## config.mk

```make
export PLATFORM = sky130hd
export DESIGN_NAME = cscr
export DESIGN_NICKNAME = d
export VERILOG_FILES = /design/src/cscr_pkg.sv /design/src/cscr.sv
export SDC_FILE = /design/constraint.sdc
export NUM_CORES = 1
export LEC_CHECK = 0
export BUFFER_PORTS_ARGS = -buffer_cell sky130_fd_sc_hd__buf_2
export CAP_MARGIN = 15
export CORE_MARGIN = 3
export CORE_UTILIZATION = 47
export DETAILED_ROUTE_END_ITERATION = 10
export PLACE_DENSITY = 0.89
export SLEW_MARGIN = 20
export SYNTH_ARGS = -nofsm -noshare
export SYNTH_HDL_FRONTEND = slang
export SYNTH_SLANG_ARGS = --single-unit
```

## constraint.sdc

```tcl
create_clock -name CLK_SYS -period 2.6 [get_ports CLK_SYS]
set_clock_uncertainty 0.1 [all_clocks]
set_input_delay 0.52 -clock CLK_SYS [delete_from_list [all_inputs] [get_ports CLK_SYS]]
set_output_delay 0.52 -clock CLK_SYS [all_outputs]
set_load 0.05 [all_outputs]
```

## src/cscr_pkg.sv

```systemverilog
// Constants and carrier types for the current-sense routing block
package cscr_pkg;
	// Bus geometry
	localparam int unsigned ADDR_W = 12;
	localparam int unsigned DATA_W = 32;
	localparam int unsigned IDX_W  = 10;
	// Register indices; byte address is four times the index
	localparam logic [9:0] IDX_ACC_CH1  = 10'h188;
	localparam logic [9:0] IDX_ACC_CH2  = 10'h189;
	localparam logic [9:0] IDX_FILT_12  = 10'h198;
	localparam logic [9:0] IDX_FILT_34  = 10'h199;
	localparam logic [9:0] IDX_FILT_4X  = 10'h19a;
	localparam logic [9:0] IDX_LINK     = 10'h1a8;
	localparam logic [9:0] IDX_SETTLE   = 10'h1a9;
	localparam logic [9:0] IDX_MON_ONE  = 10'h1aa;
	localparam logic [9:0] IDX_MON_TWO  = 10'h1ab;
	// Writable bit masks
	localparam logic [15:0] ACC_MASK    = 16'h03ff;
	localparam logic [15:0] FILT_MASK   = 16'h0fff;
	localparam logic [15:0] LINK_MASK   = 16'h00ff;
	localparam logic [15:0] SETTLE_MASK = 16'h003f;
	localparam logic [15:0] MON_MASK    = 16'h003f;
	// Reset values
	localparam logic [15:0] ACC_CH1_RST = 16'h0041;
	localparam logic [15:0] ACC_CH2_RST = 16'h0304;
	localparam logic [15:0] FILT_RST    = 16'h0041;
	localparam logic [15:0] LINK_RST    = 16'h007f;
	localparam logic [15:0] SETTLE_RST  = 16'h0000;
	localparam logic [15:0] MON_RST     = 16'h0000;
	// Field positions
	localparam int unsigned LINK_DIS_BIT  = 7;
	localparam int unsigned ACC_CORE_W    = 5;
	localparam int unsigned FLEN_ONE_LSB  = 0;
	localparam int unsigned FLEN_TWO_LSB  = 6;
	localparam int unsigned MON_EN_BIT    = 0;
	localparam int unsigned MON_GAIN_LSB  = 1;
	localparam int unsigned MON_SRC_LSB   = 3;
	// Monitor source codes
	localparam logic [2:0] MON_SRC_PRI = 3'h0;
	localparam logic [2:0] MON_SRC_ALT = 3'h1;
	localparam logic [2:0] MON_SRC_REF = 3'h5;
	// Settling window extra cycles
	localparam logic [7:0] SETTLE_EXTRA = 8'h04;
	// Fixed selector map, [core][selector] -> block
	localparam logic [3:0][3:0][1:0] DAC_MAP = 32'h1b4eb1e4;
	// AXI responses
	localparam logic [1:0] RESP_OKAY   = 2'h0;
	localparam logic [1:0] RESP_SLVERR = 2'h2;
	// One control set for a current block
	typedef struct packed {
		logic [7:0] thr;
		logic [1:0] gain;
		logic       ofs;
		logic       conv;
	} ctrl_set_t;
	// One change request from a microcore selector
	typedef struct packed {
		logic      valid;
		ctrl_set_t set;
	} uc_req_t;
	// Analogue monitor routing
	typedef enum logic [1:0] {MON_NONE, MON_BLK_PRI, MON_BLK_ALT, MON_REF} mon_sel_t;
endpackage : cscr_pkg

```

## src/cscr.sv

```systemverilog
// Current-sense routing, settling window, monitor select and switch box
//
// Behaviour
// - HS5 coupling high when linked low-side on
// - Disable bit forces HS5 coupling to one
// - Threshold write invalidates feedback settle+filter+4
// - Wait checks false during settling window
// - Filter depth from per-block filter registers
// - Monitor enable with source code 0, 1 or 5 drives pin, else high impedance
// - Two-bit gain selects monitor amplification
// - Monitor one selects block 1/3/reference
// - Monitor two selects block 2/4/reference
// - Each block gets threshold, gain, offset, conversion
// - Switch box merges authorised core sets per block
// - Four offset compensation units, one per block
// - Channel-one cores use fixed selector map
// - Channel-two cores use fixed selector map
// - Access bit gates each core per block
// - Same-cycle collisions use fixed core priority
// - Different-cycle requests all applied in order
`timescale 1ns/1ns
module cscr
	import cscr_pkg::*;
(
	input  wire logic                  CLK_SYS,
	input  wire logic                  ARST_N,
	input  wire logic [ADDR_W-1:0]     S_AXI_AWADDR,
	input  wire logic                  S_AXI_AWVALID,
	output logic                       S_AXI_AWREADY,
	input  wire logic [DATA_W-1:0]     S_AXI_WDATA,
	input  wire logic [3:0]            S_AXI_WSTRB,
	input  wire logic                  S_AXI_WVALID,
	output logic                       S_AXI_WREADY,
	output logic [1:0]                 S_AXI_BRESP,
	output logic                       S_AXI_BVALID,
	input  wire logic                  S_AXI_BREADY,
	input  wire logic [ADDR_W-1:0]     S_AXI_ARADDR,
	input  wire logic                  S_AXI_ARVALID,
	output logic                       S_AXI_ARREADY,
	output logic [DATA_W-1:0]          S_AXI_RDATA,
	output logic [1:0]                 S_AXI_RRESP,
	output logic                       S_AXI_RVALID,
	input  wire logic                  S_AXI_RREADY,
	input  wire logic [6:0]            LOW_SIDE_ON,
	output logic                       HS_FIVE_COUPLING_SIGNAL,
	input  wire uc_req_t [3:0][3:0]    UC_REQ,
	input  wire logic [3:0]            FB_COND,
	output logic [3:0]                 WAIT_COND_TRUE,
	output logic [3:0]                 FB_VALID,
	output ctrl_set_t [3:0]            CUR_SET,
	input  wire logic [3:0][7:0]       OFS_SAMPLE,
	output logic [3:0][7:0]            OFS_COMP,
	output logic                       MONITOR_PIN_ONE_OE,
	output mon_sel_t                   MONITOR_PIN_ONE_SEL,
	output logic [1:0]                 MONITOR_PIN_ONE_GAIN,
	output logic                       MONITOR_PIN_TWO_OE,
	output mon_sel_t                   MONITOR_PIN_TWO_SEL,
	output logic [1:0]                 MONITOR_PIN_TWO_GAIN
);

	////////////////////////////////////////////////////////////////////////
	// State

	// Whole state of the block in one struct
	typedef struct packed {
		logic                 awready;   // Write address slot free
		logic                 wready;    // Write data slot free
		logic                 aw_hold;   // Address captured
		logic [ADDR_W-1:0]    aw_addr;   // Captured write address
		logic                 w_hold;    // Data captured
		logic [15:0]          w_data;    // Captured low half of data
		logic [1:0]           w_strb;    // Captured low lane strobes
		logic                 bvalid;    // Write answer pending
		logic [1:0]           bresp;     // Write answer code
		logic                 arready;   // Read slot free
		logic                 rvalid;    // Read answer pending
		logic [1:0]           rresp;     // Read answer code
		logic [15:0]          rdata;     // Read answer data
		logic [15:0]          acc_ch1;   // Access rights, channel one
		logic [15:0]          acc_ch2;   // Access rights, channel two
		logic [15:0]          filt_12;   // Filter config blocks 1, 2
		logic [15:0]          filt_34;   // Filter config blocks 3, 4
		logic [15:0]          filt_4x;   // Filter config block 4 extra
		logic [15:0]          link;      // HS5 link and disable
		logic [15:0]          settle;    // Converter settle count
		logic [15:0]          mon_one;   // Monitor one config
		logic [15:0]          mon_two;   // Monitor two config
		ctrl_set_t [3:0]      cur;       // Merged control per block
		logic [3:0][7:0]      cnt;       // Settling countdown
		logic [3:0]           fb_valid;  // Feedback currently valid
		logic [3:0]           wait_ok;   // Gated wait condition
		logic [3:0][7:0]      ofs;       // Offset compensation value
		logic                 hs5;       // HS5 coupling level
		logic                 m1_oe;     // Monitor one drive
		mon_sel_t             m1_sel;    // Monitor one route
		logic [1:0]           m1_gain;   // Monitor one gain
		logic                 m2_oe;     // Monitor two drive
		mon_sel_t             m2_sel;    // Monitor two route
		logic [1:0]           m2_gain;   // Monitor two gain
	} state_t;

	// Reset image; slots open, feedback valid, registers at defaults
	localparam state_t ST_RST = '{
		awready: 1'b1, wready: 1'b1, arready: 1'b1,
		acc_ch1: ACC_CH1_RST, acc_ch2: ACC_CH2_RST,
		filt_12: FILT_RST, filt_34: FILT_RST, filt_4x: FILT_RST,
		link: LINK_RST, settle: SETTLE_RST,
		mon_one: MON_RST, mon_two: MON_RST,
		fb_valid: 4'hf, m1_sel: MON_NONE, m2_sel: MON_NONE,
		default: '0
	};

	state_t s_q;   // Registered state
	state_t s_d;   // Next state

	////////////////////////////////////////////////////////////////////////
	// Functions

	// Decode a byte address to a register number, 9 when unmapped
	function automatic logic [3:0] reg_num(input logic [ADDR_W-1:0] a);
		logic [IDX_W-1:0] idx;
		idx = a[ADDR_W-1:2];
		reg_num = 4'h9;
		if (a[1:0] == 2'h0) begin
			case (idx)
				IDX_ACC_CH1: reg_num = 4'h0;
				IDX_ACC_CH2: reg_num = 4'h1;
				IDX_FILT_12: reg_num = 4'h2;
				IDX_FILT_34: reg_num = 4'h3;
				IDX_FILT_4X: reg_num = 4'h4;
				IDX_LINK:    reg_num = 4'h5;
				IDX_SETTLE:  reg_num = 4'h6;
				IDX_MON_ONE: reg_num = 4'h7;
				IDX_MON_TWO: reg_num = 4'h8;
				default:     reg_num = 4'h9;
			endcase
		end
	endfunction : reg_num

	// Byte-lane merge, reserved bits kept at zero
	function automatic logic [15:0] merge(input logic [15:0] old, input logic [15:0] dat,
			input logic [1:0] strb, input logic [15:0] mask);
		logic [15:0] m;
		m = old;
		if (strb[0]) begin
			m[7:0] = dat[7:0];
		end
		if (strb[1]) begin
			m[15:8] = dat[15:8];
		end
		merge = m & mask;
	endfunction : merge

	// Monitor route from config; other codes undriven
	function automatic mon_sel_t mon_route(input logic [15:0] cfg);
		logic [2:0] src;
		src = cfg[MON_SRC_LSB +: 3];
		if (!cfg[MON_EN_BIT]) begin
			mon_route = MON_NONE;
		end else begin
			case (src)
				MON_SRC_PRI: mon_route = MON_BLK_PRI;
				MON_SRC_ALT: mon_route = MON_BLK_ALT;
				MON_SRC_REF: mon_route = MON_REF;
				default:     mon_route = MON_NONE;
			endcase
		end
	endfunction : mon_route

	// Filter depth of one block
	function automatic logic [4:0] flen(input logic [15:0] f12, input logic [15:0] f34,
			input logic [1:0] blk);
		case (blk)
			2'h0:    flen = f12[FLEN_ONE_LSB +: 5];
			2'h1:    flen = f12[FLEN_TWO_LSB +: 5];
			2'h2:    flen = f34[FLEN_ONE_LSB +: 5];
			default: flen = f34[FLEN_TWO_LSB +: 5];
		endcase
	endfunction : flen

	// Access right of one core on one block; block 4 uses bit 3 of the core's five
	function automatic logic acc_ok(input logic [15:0] a1, input logic [15:0] a2,
			input logic [1:0] core, input logic [1:0] blk);
		logic [15:0] a;
		a = core[1] ? a2 : a1;
		acc_ok = a[ACC_CORE_W * core[0] + blk];
	endfunction : acc_ok

	////////////////////////////////////////////////////////////////////////
	// Next-state logic

	// Bus slave, register file, switch box and routing
	always_comb begin
		logic [3:0]   wr_num;
		logic         hit;
		ctrl_set_t    win;
		logic [1:0]   blk;
		s_d    = s_q;
		wr_num = 4'h9;
		hit    = 1'b0;
		win    = '0;
		blk    = 2'h0;

		// Capture address and data in either order
		if (S_AXI_AWVALID && s_q.awready) begin
			s_d.aw_hold = 1'b1;
			s_d.aw_addr = S_AXI_AWADDR;
			s_d.awready = 1'b0;
		end
		if (S_AXI_WVALID && s_q.wready) begin
			s_d.w_hold = 1'b1;
			s_d.w_data = S_AXI_WDATA[15:0];
			s_d.w_strb = S_AXI_WSTRB[1:0];
			s_d.wready = 1'b0;
		end

		// Both halves present: perform the write
		if (s_d.aw_hold && s_d.w_hold && !s_q.bvalid) begin
			wr_num     = reg_num(s_d.aw_addr);
			s_d.bvalid = 1'b1;
			s_d.bresp  = (wr_num == 4'h9) ? RESP_SLVERR : RESP_OKAY;
			s_d.aw_hold = 1'b0;
			s_d.w_hold  = 1'b0;
			case (wr_num)
				4'h0: s_d.acc_ch1 = merge(s_q.acc_ch1, s_d.w_data, s_d.w_strb, ACC_MASK);
				4'h1: s_d.acc_ch2 = merge(s_q.acc_ch2, s_d.w_data, s_d.w_strb, ACC_MASK);
				4'h2: s_d.filt_12 = merge(s_q.filt_12, s_d.w_data, s_d.w_strb, FILT_MASK);
				4'h3: s_d.filt_34 = merge(s_q.filt_34, s_d.w_data, s_d.w_strb, FILT_MASK);
				4'h4: s_d.filt_4x = merge(s_q.filt_4x, s_d.w_data, s_d.w_strb, FILT_MASK);
				4'h5: s_d.link    = merge(s_q.link, s_d.w_data, s_d.w_strb, LINK_MASK);
				4'h6: s_d.settle  = merge(s_q.settle, s_d.w_data, s_d.w_strb, SETTLE_MASK);
				4'h7: s_d.mon_one = merge(s_q.mon_one, s_d.w_data, s_d.w_strb, MON_MASK);
				4'h8: s_d.mon_two = merge(s_q.mon_two, s_d.w_data, s_d.w_strb, MON_MASK);
				default: ;  // Unmapped: answered with an error only
			endcase
		end

		// Write answer taken: reopen both slots
		if (s_q.bvalid && S_AXI_BREADY) begin
			s_d.bvalid  = 1'b0;
			s_d.awready = 1'b1;
			s_d.wready  = 1'b1;
		end

		// Read: data one cycle after the address is taken
		if (S_AXI_ARVALID && s_q.arready) begin
			s_d.arready = 1'b0;
			s_d.rvalid  = 1'b1;
			s_d.rresp   = RESP_OKAY;
			case (reg_num(S_AXI_ARADDR))
				4'h0:    s_d.rdata = s_q.acc_ch1;
				4'h1:    s_d.rdata = s_q.acc_ch2;
				4'h2:    s_d.rdata = s_q.filt_12;
				4'h3:    s_d.rdata = s_q.filt_34;
				4'h4:    s_d.rdata = s_q.filt_4x;
				4'h5:    s_d.rdata = s_q.link;
				4'h6:    s_d.rdata = s_q.settle;
				4'h7:    s_d.rdata = s_q.mon_one;
				4'h8:    s_d.rdata = s_q.mon_two;
				default: begin
					s_d.rdata = '0;
					s_d.rresp = RESP_SLVERR;
				end
			endcase
		end
		if (s_q.rvalid && S_AXI_RREADY) begin
			s_d.rvalid  = 1'b0;
			s_d.arready = 1'b1;
		end

		// Switch box: per block, lowest core number wins a collision.
		// Losers in the same cycle are dropped and never retried.
		for (int b = 0; b < 4; b++) begin
			hit = 1'b0;
			win = '0;
			for (int c = 3; c >= 0; c--) begin
				for (int sl = 0; sl < 4; sl++) begin
					blk = DAC_MAP[c][sl];
					if (UC_REQ[c][sl].valid && (blk == 2'(b))
							&& acc_ok(s_q.acc_ch1, s_q.acc_ch2, 2'(c), blk)) begin
						hit = 1'b1;
						win = UC_REQ[c][sl].set;
					end
				end
			end
			if (hit) begin
				// Every applied request lands the same cycle
				s_d.cur[b] = win;
				s_d.cnt[b] = 8'(s_q.settle[5:0])
					+ 8'(flen(s_q.filt_12, s_q.filt_34, 2'(b)))
					+ SETTLE_EXTRA;
				if (win.ofs) begin
					s_d.ofs[b] = OFS_SAMPLE[b];
				end
			end else if (s_q.cnt[b] != 8'h00) begin
				s_d.cnt[b] = s_q.cnt[b] - 8'h01;
			end
			s_d.fb_valid[b] = (s_d.cnt[b] == 8'h00);
		end
		// Wait checks cannot succeed inside a window
		s_d.wait_ok = FB_COND & s_d.fb_valid;

		// HS5 coupling
		s_d.hs5 = s_q.link[LINK_DIS_BIT]
			| (|(LOW_SIDE_ON & s_q.link[6:0]));

		// Monitor outputs
		s_d.m1_sel  = mon_route(s_q.mon_one);
		s_d.m1_oe   = (s_d.m1_sel != MON_NONE);
		s_d.m1_gain = s_q.mon_one[MON_GAIN_LSB +: 2];
		s_d.m2_sel  = mon_route(s_q.mon_two);
		s_d.m2_oe   = (s_d.m2_sel != MON_NONE);
		s_d.m2_gain = s_q.mon_two[MON_GAIN_LSB +: 2];
	end

	////////////////////////////////////////////////////////////////////////
	// State register

	// Single register stage for all state
	always_ff @(posedge CLK_SYS or negedge ARST_N) begin
		if (!ARST_N) begin
			s_q <= ST_RST;
		end else begin
			s_q <= s_d;
		end
	end

	////////////////////////////////////////////////////////////////////////
	// Outputs, all straight from flops

	assign S_AXI_AWREADY = s_q.awready;
	assign S_AXI_WREADY  = s_q.wready;
	assign S_AXI_BVALID  = s_q.bvalid;
	assign S_AXI_BRESP   = s_q.bresp;
	assign S_AXI_ARREADY = s_q.arready;
	assign S_AXI_RVALID  = s_q.rvalid;
	assign S_AXI_RRESP   = s_q.rresp;
	assign S_AXI_RDATA   = {16'h0000, s_q.rdata};
	assign HS_FIVE_COUPLING_SIGNAL = s_q.hs5;
	assign WAIT_COND_TRUE = s_q.wait_ok;
	assign FB_VALID       = s_q.fb_valid;
	assign CUR_SET        = s_q.cur;
	assign OFS_COMP       = s_q.ofs;
	assign MONITOR_PIN_ONE_OE   = s_q.m1_oe;
	assign MONITOR_PIN_ONE_SEL  = s_q.m1_sel;
	assign MONITOR_PIN_ONE_GAIN = s_q.m1_gain;
	assign MONITOR_PIN_TWO_OE   = s_q.m2_oe;
	assign MONITOR_PIN_TWO_SEL  = s_q.m2_sel;
	assign MONITOR_PIN_TWO_GAIN = s_q.m2_gain;

endmodule : cscr

```

==> impl_results.rst <==
.. list-table::
   :header-rows: 1

   * - Metric
     - Value
   * - Run status
     - complete, but fails checks
   * - Violated checks
     - DRC, setup timing
   * - Clock Sink Count
     - 260
   * - Clock share of power
     - between 30 and 40%
   * - Max Slew Vio Count
     - 0
   * - Worst min-delay path category
     - primary input to flop
   * - Cell area after synthesis
     - about 15,000 sq um
   * - Routed vias/inst
     - roughly 5.9
   * - RSZ-0062 raised after global routing
     - yes
   * - Floorplan Core Area
     - roughly 30,000 sq um
   * - Number of distinct library cells after synthesis
     - 89
   * - Final cycle utilization of the critical path
     - 107%
   * - Detailed placement HPWL
     - about 34,000 microns
   * - Gate count after technology mapping
     - between 1,000 and 1,500
   * - Max_slew headroom
     - ~45%
   * - Sort of element at the start of the critical path
     - flop
   * - Wire length of the first global-routing pass
     - between 70,000 and 80,000 microns
   * - Final wirelength
     - between 40,000 and 50,000 microns
   * - Final worst-path setup slack
     - -0.195 ns
   * - Reg2reg start
     - s_q[163]
   * - Start-to-end type of the worst setup path
     - flop to flop
   * - Flop-to-flop setup slack
     - -0.19 ns
   * - Cell depth of the worst flop-to-flop path
     - 8
   * - Count of state elements after synthesis
     - 260
   * - Number of max-cap violations
     - 0
   * - Starting utilization of the core area
     - approximately half
   * - Sequential cell fraction of total power
     - just under 40%
   * - Crit. Startpoint
     - s_q[163]
   * - Detailed-router iteration count before antenna repair
     - 11
   * - Vias in the first global route
     - 13,300
   * - Instance count along the most critical hold path
     - 2
   * - Share of total power in combinational logic
     - 29.1%
   * - Pre-CTS WS
     - -0.313 ns
   * - Portion of the post-synthesis area used by sequential elements
     - 43.9%
   * - F_max
     - 358 MHz
   * - H-tree level count
     - 1
   * - Detail-routed net length per standard cell
     - between 20 and 25 microns
   * - Count of synthesis-stage warnings from yosys
     - 0
   * - Number of antenna violations at the first check in global routing
     - 5
   * - Initial detailed-routing violation count
     - roughly 1,500
   * - Average cell area after synthesis
     - about 11 sq um
   * - Sw power
     - about 0.0044 W
   * - Post-route insts no fill
     - between 2,000 and 2,500
   * - Worst Setup End Kind
     - flop
   * - Critical path required time
     - 2.96 ns
   * - Net switching share of the total power
     - between 30% and 40%
   * - Post-route cell area
     - between 15,000 and 20,000 sq um
   * - Share of cells above drive strength 1
     - approximately 47%
   * - Count of unresolved DRC violations after routing
     - 1
   * - Final RePlAce weighted congestion
     - 0.952
   * - Final count of hold timing violations
     - 0
   * - Count of input and output buffers
     - ~410
   * - Min Tclk post-route
     - between 2 and 3 ns
   * - # setup viols final
     - 27
   * - Number of placed instances with taps included
     - between 2,000 and 2,500
   * - Post-synth EDFFs
     - 0
   * - Clk Tree Root Cell
     - sky130_fd_sc_hd__clkbuf_16
   * - Termination of the worst setup path
     - WAIT_COND_TRUE[2]
   * - Maximum number of pins on one net before global-route repair
     - 72
   * - Total power draw
     - between 0.01 and 0.015 W
   * - Peak supply drop
     - 0.571 mV
   * - Post-synthesis async set-or-reset flop share
     - 100%
   * - TritonCTS clock tree
     - done
   * - Post-layout net count
     - between 2,000 and 2,500
   * - Via count
     - 13,200
   * - Area of the die
     - around 34,000 sq um
   * - Transition time at the pin with the least slew margin
     - approximately 0.82 ns
   * - Number of core rows
     - between 60 and 70
   * - Width of the chip
     - about 180 microns
   * - Power Internal
     - between 0.008 and 0.009 W
   * - Endpoint of the worst register-to-register path
     - WAIT_COND_TRUE[2]
   * - Critical-path maximum fanout
     - 3
   * - Power density over cell area
     - between 600 and 700 nW/um^2
   * - Clock latency of the later-clocked register in the worst-skew pair
     - 0.56 ns
   * - Clock transition at the registers of the reported paths
     - ~0.060 ns
   * - Leakage Power
     - about 9.7 nW
   * - Remaining global-route overflow
     - 0
   * - Placed cell area
     - 17,600 sq um
   * - Vertical die dimension
     - between 150 and 200 microns
   * - Total negative setup slack
     - -1.46 ns
   * - All-layer global routing usage
     - a little over a quarter
   * - I/O pin cnt
     - ~460
   * - TritonCTS Buffers
     - 29
   * - Syn-to-layout area delta
     - 30.1%
   * - Remaining antenna violation count
     - 0
   * - Prevailing post-synth register cell
     - sky130_fd_sc_hd__dfrtp_1
   * - Clock buffer depth
     - 3
   * - Endpoint arrival time on the critical path
     - 3.16 ns
   * - Fillers
     - around 2,300
cells in the mapped netlist (25+ instances only):
cell                       instances  share of area [%]
sky130_fd_sc_hd__nor2_1           63                1.6
sky130_fd_sc_hd__buf_4           135                6.8
sky130_fd_sc_hd__nor3_1           28               0.94
sky130_fd_sc_hd__a22oi_1          50                2.5
sky130_fd_sc_hd__o21ai_0         127                4.3
sky130_fd_sc_hd__dfrtp_1         235                 39
sky130_fd_sc_hd__ha_1             48                4.0
sky130_fd_sc_hd__nand2_1          86                2.2
sky130_fd_sc_hd__clkbuf_1         51                1.3
sky130_fd_sc_hd__inv_1            38               0.96
sky130_fd_sc_hd__a221o_1          47                3.2
sky130_fd_sc_hd__mux2_2          126                9.5
sky130_fd_sc_hd__a21oi_1          45                1.5
sky130_fd_sc_hd__dfstp_2          25                4.4
power groups by stage:
stage	clock, W	sequential (W)	combinational, W
3_5_place_dp	0	0.00507	0.00340
3_3_place_gp	0	0.00503	0.00325
2_1_floorplan	0	0.00503	0.00231
6_report	0.00420	0.00504	0.00379
5_1_grt	0.00444	0.00510	0.00405
4_1_cts	0.00425	0.00501	0.00358
state kept, by name, summed over array words and instances (netlist names), 2 cells and up:
name                  flops
s_q                     138
WAIT_COND_TRUE            4
OFS_COMP                 32
S_AXI_RDATA              12
CUR_SET                  48
s_d                       4
MONITOR_PIN_ONE_GAIN      2
MONITOR_PIN_TWO_GAIN      2
MONITOR_PIN_TWO_SEL       2
FB_VALID                  4
MONITOR_PIN_ONE_SEL       2
what timing repair did:
| action | in CTS | in global routing |
|---|---|---|
| setup buffers | 16 | 11 |
| resized for setup | 83 | 45 |
| hold endpoints to repair | 23 | 0 |
| setup endpoints to repair | 72 | 84 |
| pin swaps | 44 | 30 |
| hold buffers | 1 | 0 |
worst min path at each step:
stage                               end  slack [ns]     startpoint
final                     S_AXI_ARREADY        0.04  S_AXI_ARVALID
after global routing       S_AXI_RVALID        0.05   S_AXI_RREADY
after CTS                 S_AXI_ARREADY        0.02  S_AXI_ARVALID
after detailed placement    CUR_SET[40]        0.29         ARST_N
after global placement      CUR_SET[40]        0.29         ARST_N
after floorplan              CUR_SET[0]        0.12         ARST_N
cell families after synthesis:
kind of cell,synth area share (%)
buffers and inverters,9.45
other,0.0252
AO/OA/AOI/OAI,18.3
XOR/XNOR,1.94
AND/OR/NAND/NOR,10.2
flip-flops,43.9
adder cells (fa/ha/maj),4.57
multiplexers,11.7
per-layer routing:
layer  share of wire [%]  GRT usage (%)  routed length, microns  up-vias
met2                  51           46.2                   24500      691
met5               0.083              0                      40        -
met3                 6.8           4.49                    3270      183
met4                 4.3           11.1                    2080        8
met1                  38           32.4                   18400     6480
li1                    -              -                       -     5860
through the flow:
step | utilization (%) | hold WS [ns]
after floorplan | - | 0.124
after global placement | 57.0 | 0.287
after detailed placement | 57.0 | 0.292
after CTS | 61.9 | 0.0248
after global routing | 62.7 | 0.0452
final | 62.7 | 0.0431
worst max-delay path, stage by stage (launching register included):
cell,delay (ns)
sky130_fd_sc_hd__dfrtp_2,0.45
sky130_fd_sc_hd__buf_6,0.14
sky130_fd_sc_hd__ha_4,0.15
sky130_fd_sc_hd__ha_4,0.16
sky130_fd_sc_hd__fa_1,0.49
sky130_fd_sc_hd__mux2_4,0.29
sky130_fd_sc_hd__or3b_4,0.37
sky130_fd_sc_hd__or4_4,0.45
sky130_fd_sc_hd__nor3_2,0.11
layout make-up:
cell class | count | area, sq um | area share, %
inverters | 39 | 146 | 0.755
flip-flops and latches | 260 | 6540 | 33.7
clock buffers | 45 | 876 | 4.52
repair buffers | 571 | 3490 | 18.0
multi-input cells | 929 | 7730 | 39.9
diodes | 2 | 5.00 | 0.0258
clock inverters | 9 | 104 | 0.536
well taps | 396 | 495 | 2.56
placed cells by master, fill, tap and decap left out, drive strengths merged, types with 7 or more instances in the layout:
master / instances
xor2: 15
nor3b: 7
a22o: 10
nor4: 8
and2: 16
clkbuf: 45
inv: 40
a221oi: 11
a21o: 10
dfrtp: 235
dfstp: 25
and3: 8
xnor2: 18
ha: 48
nand2b: 11
a21oi: 46
nor2: 63
mux2: 134
nor2b: 10
o22ai: 9
a22oi: 50
a211oi: 7
mux2i: 20
nand2: 87
nand3: 11
nor3: 30
o21ai: 132
a2111oi: 9
or3: 15
conb: 22
a221o: 47
buf: 570
(Power assumes the default switching activity.)
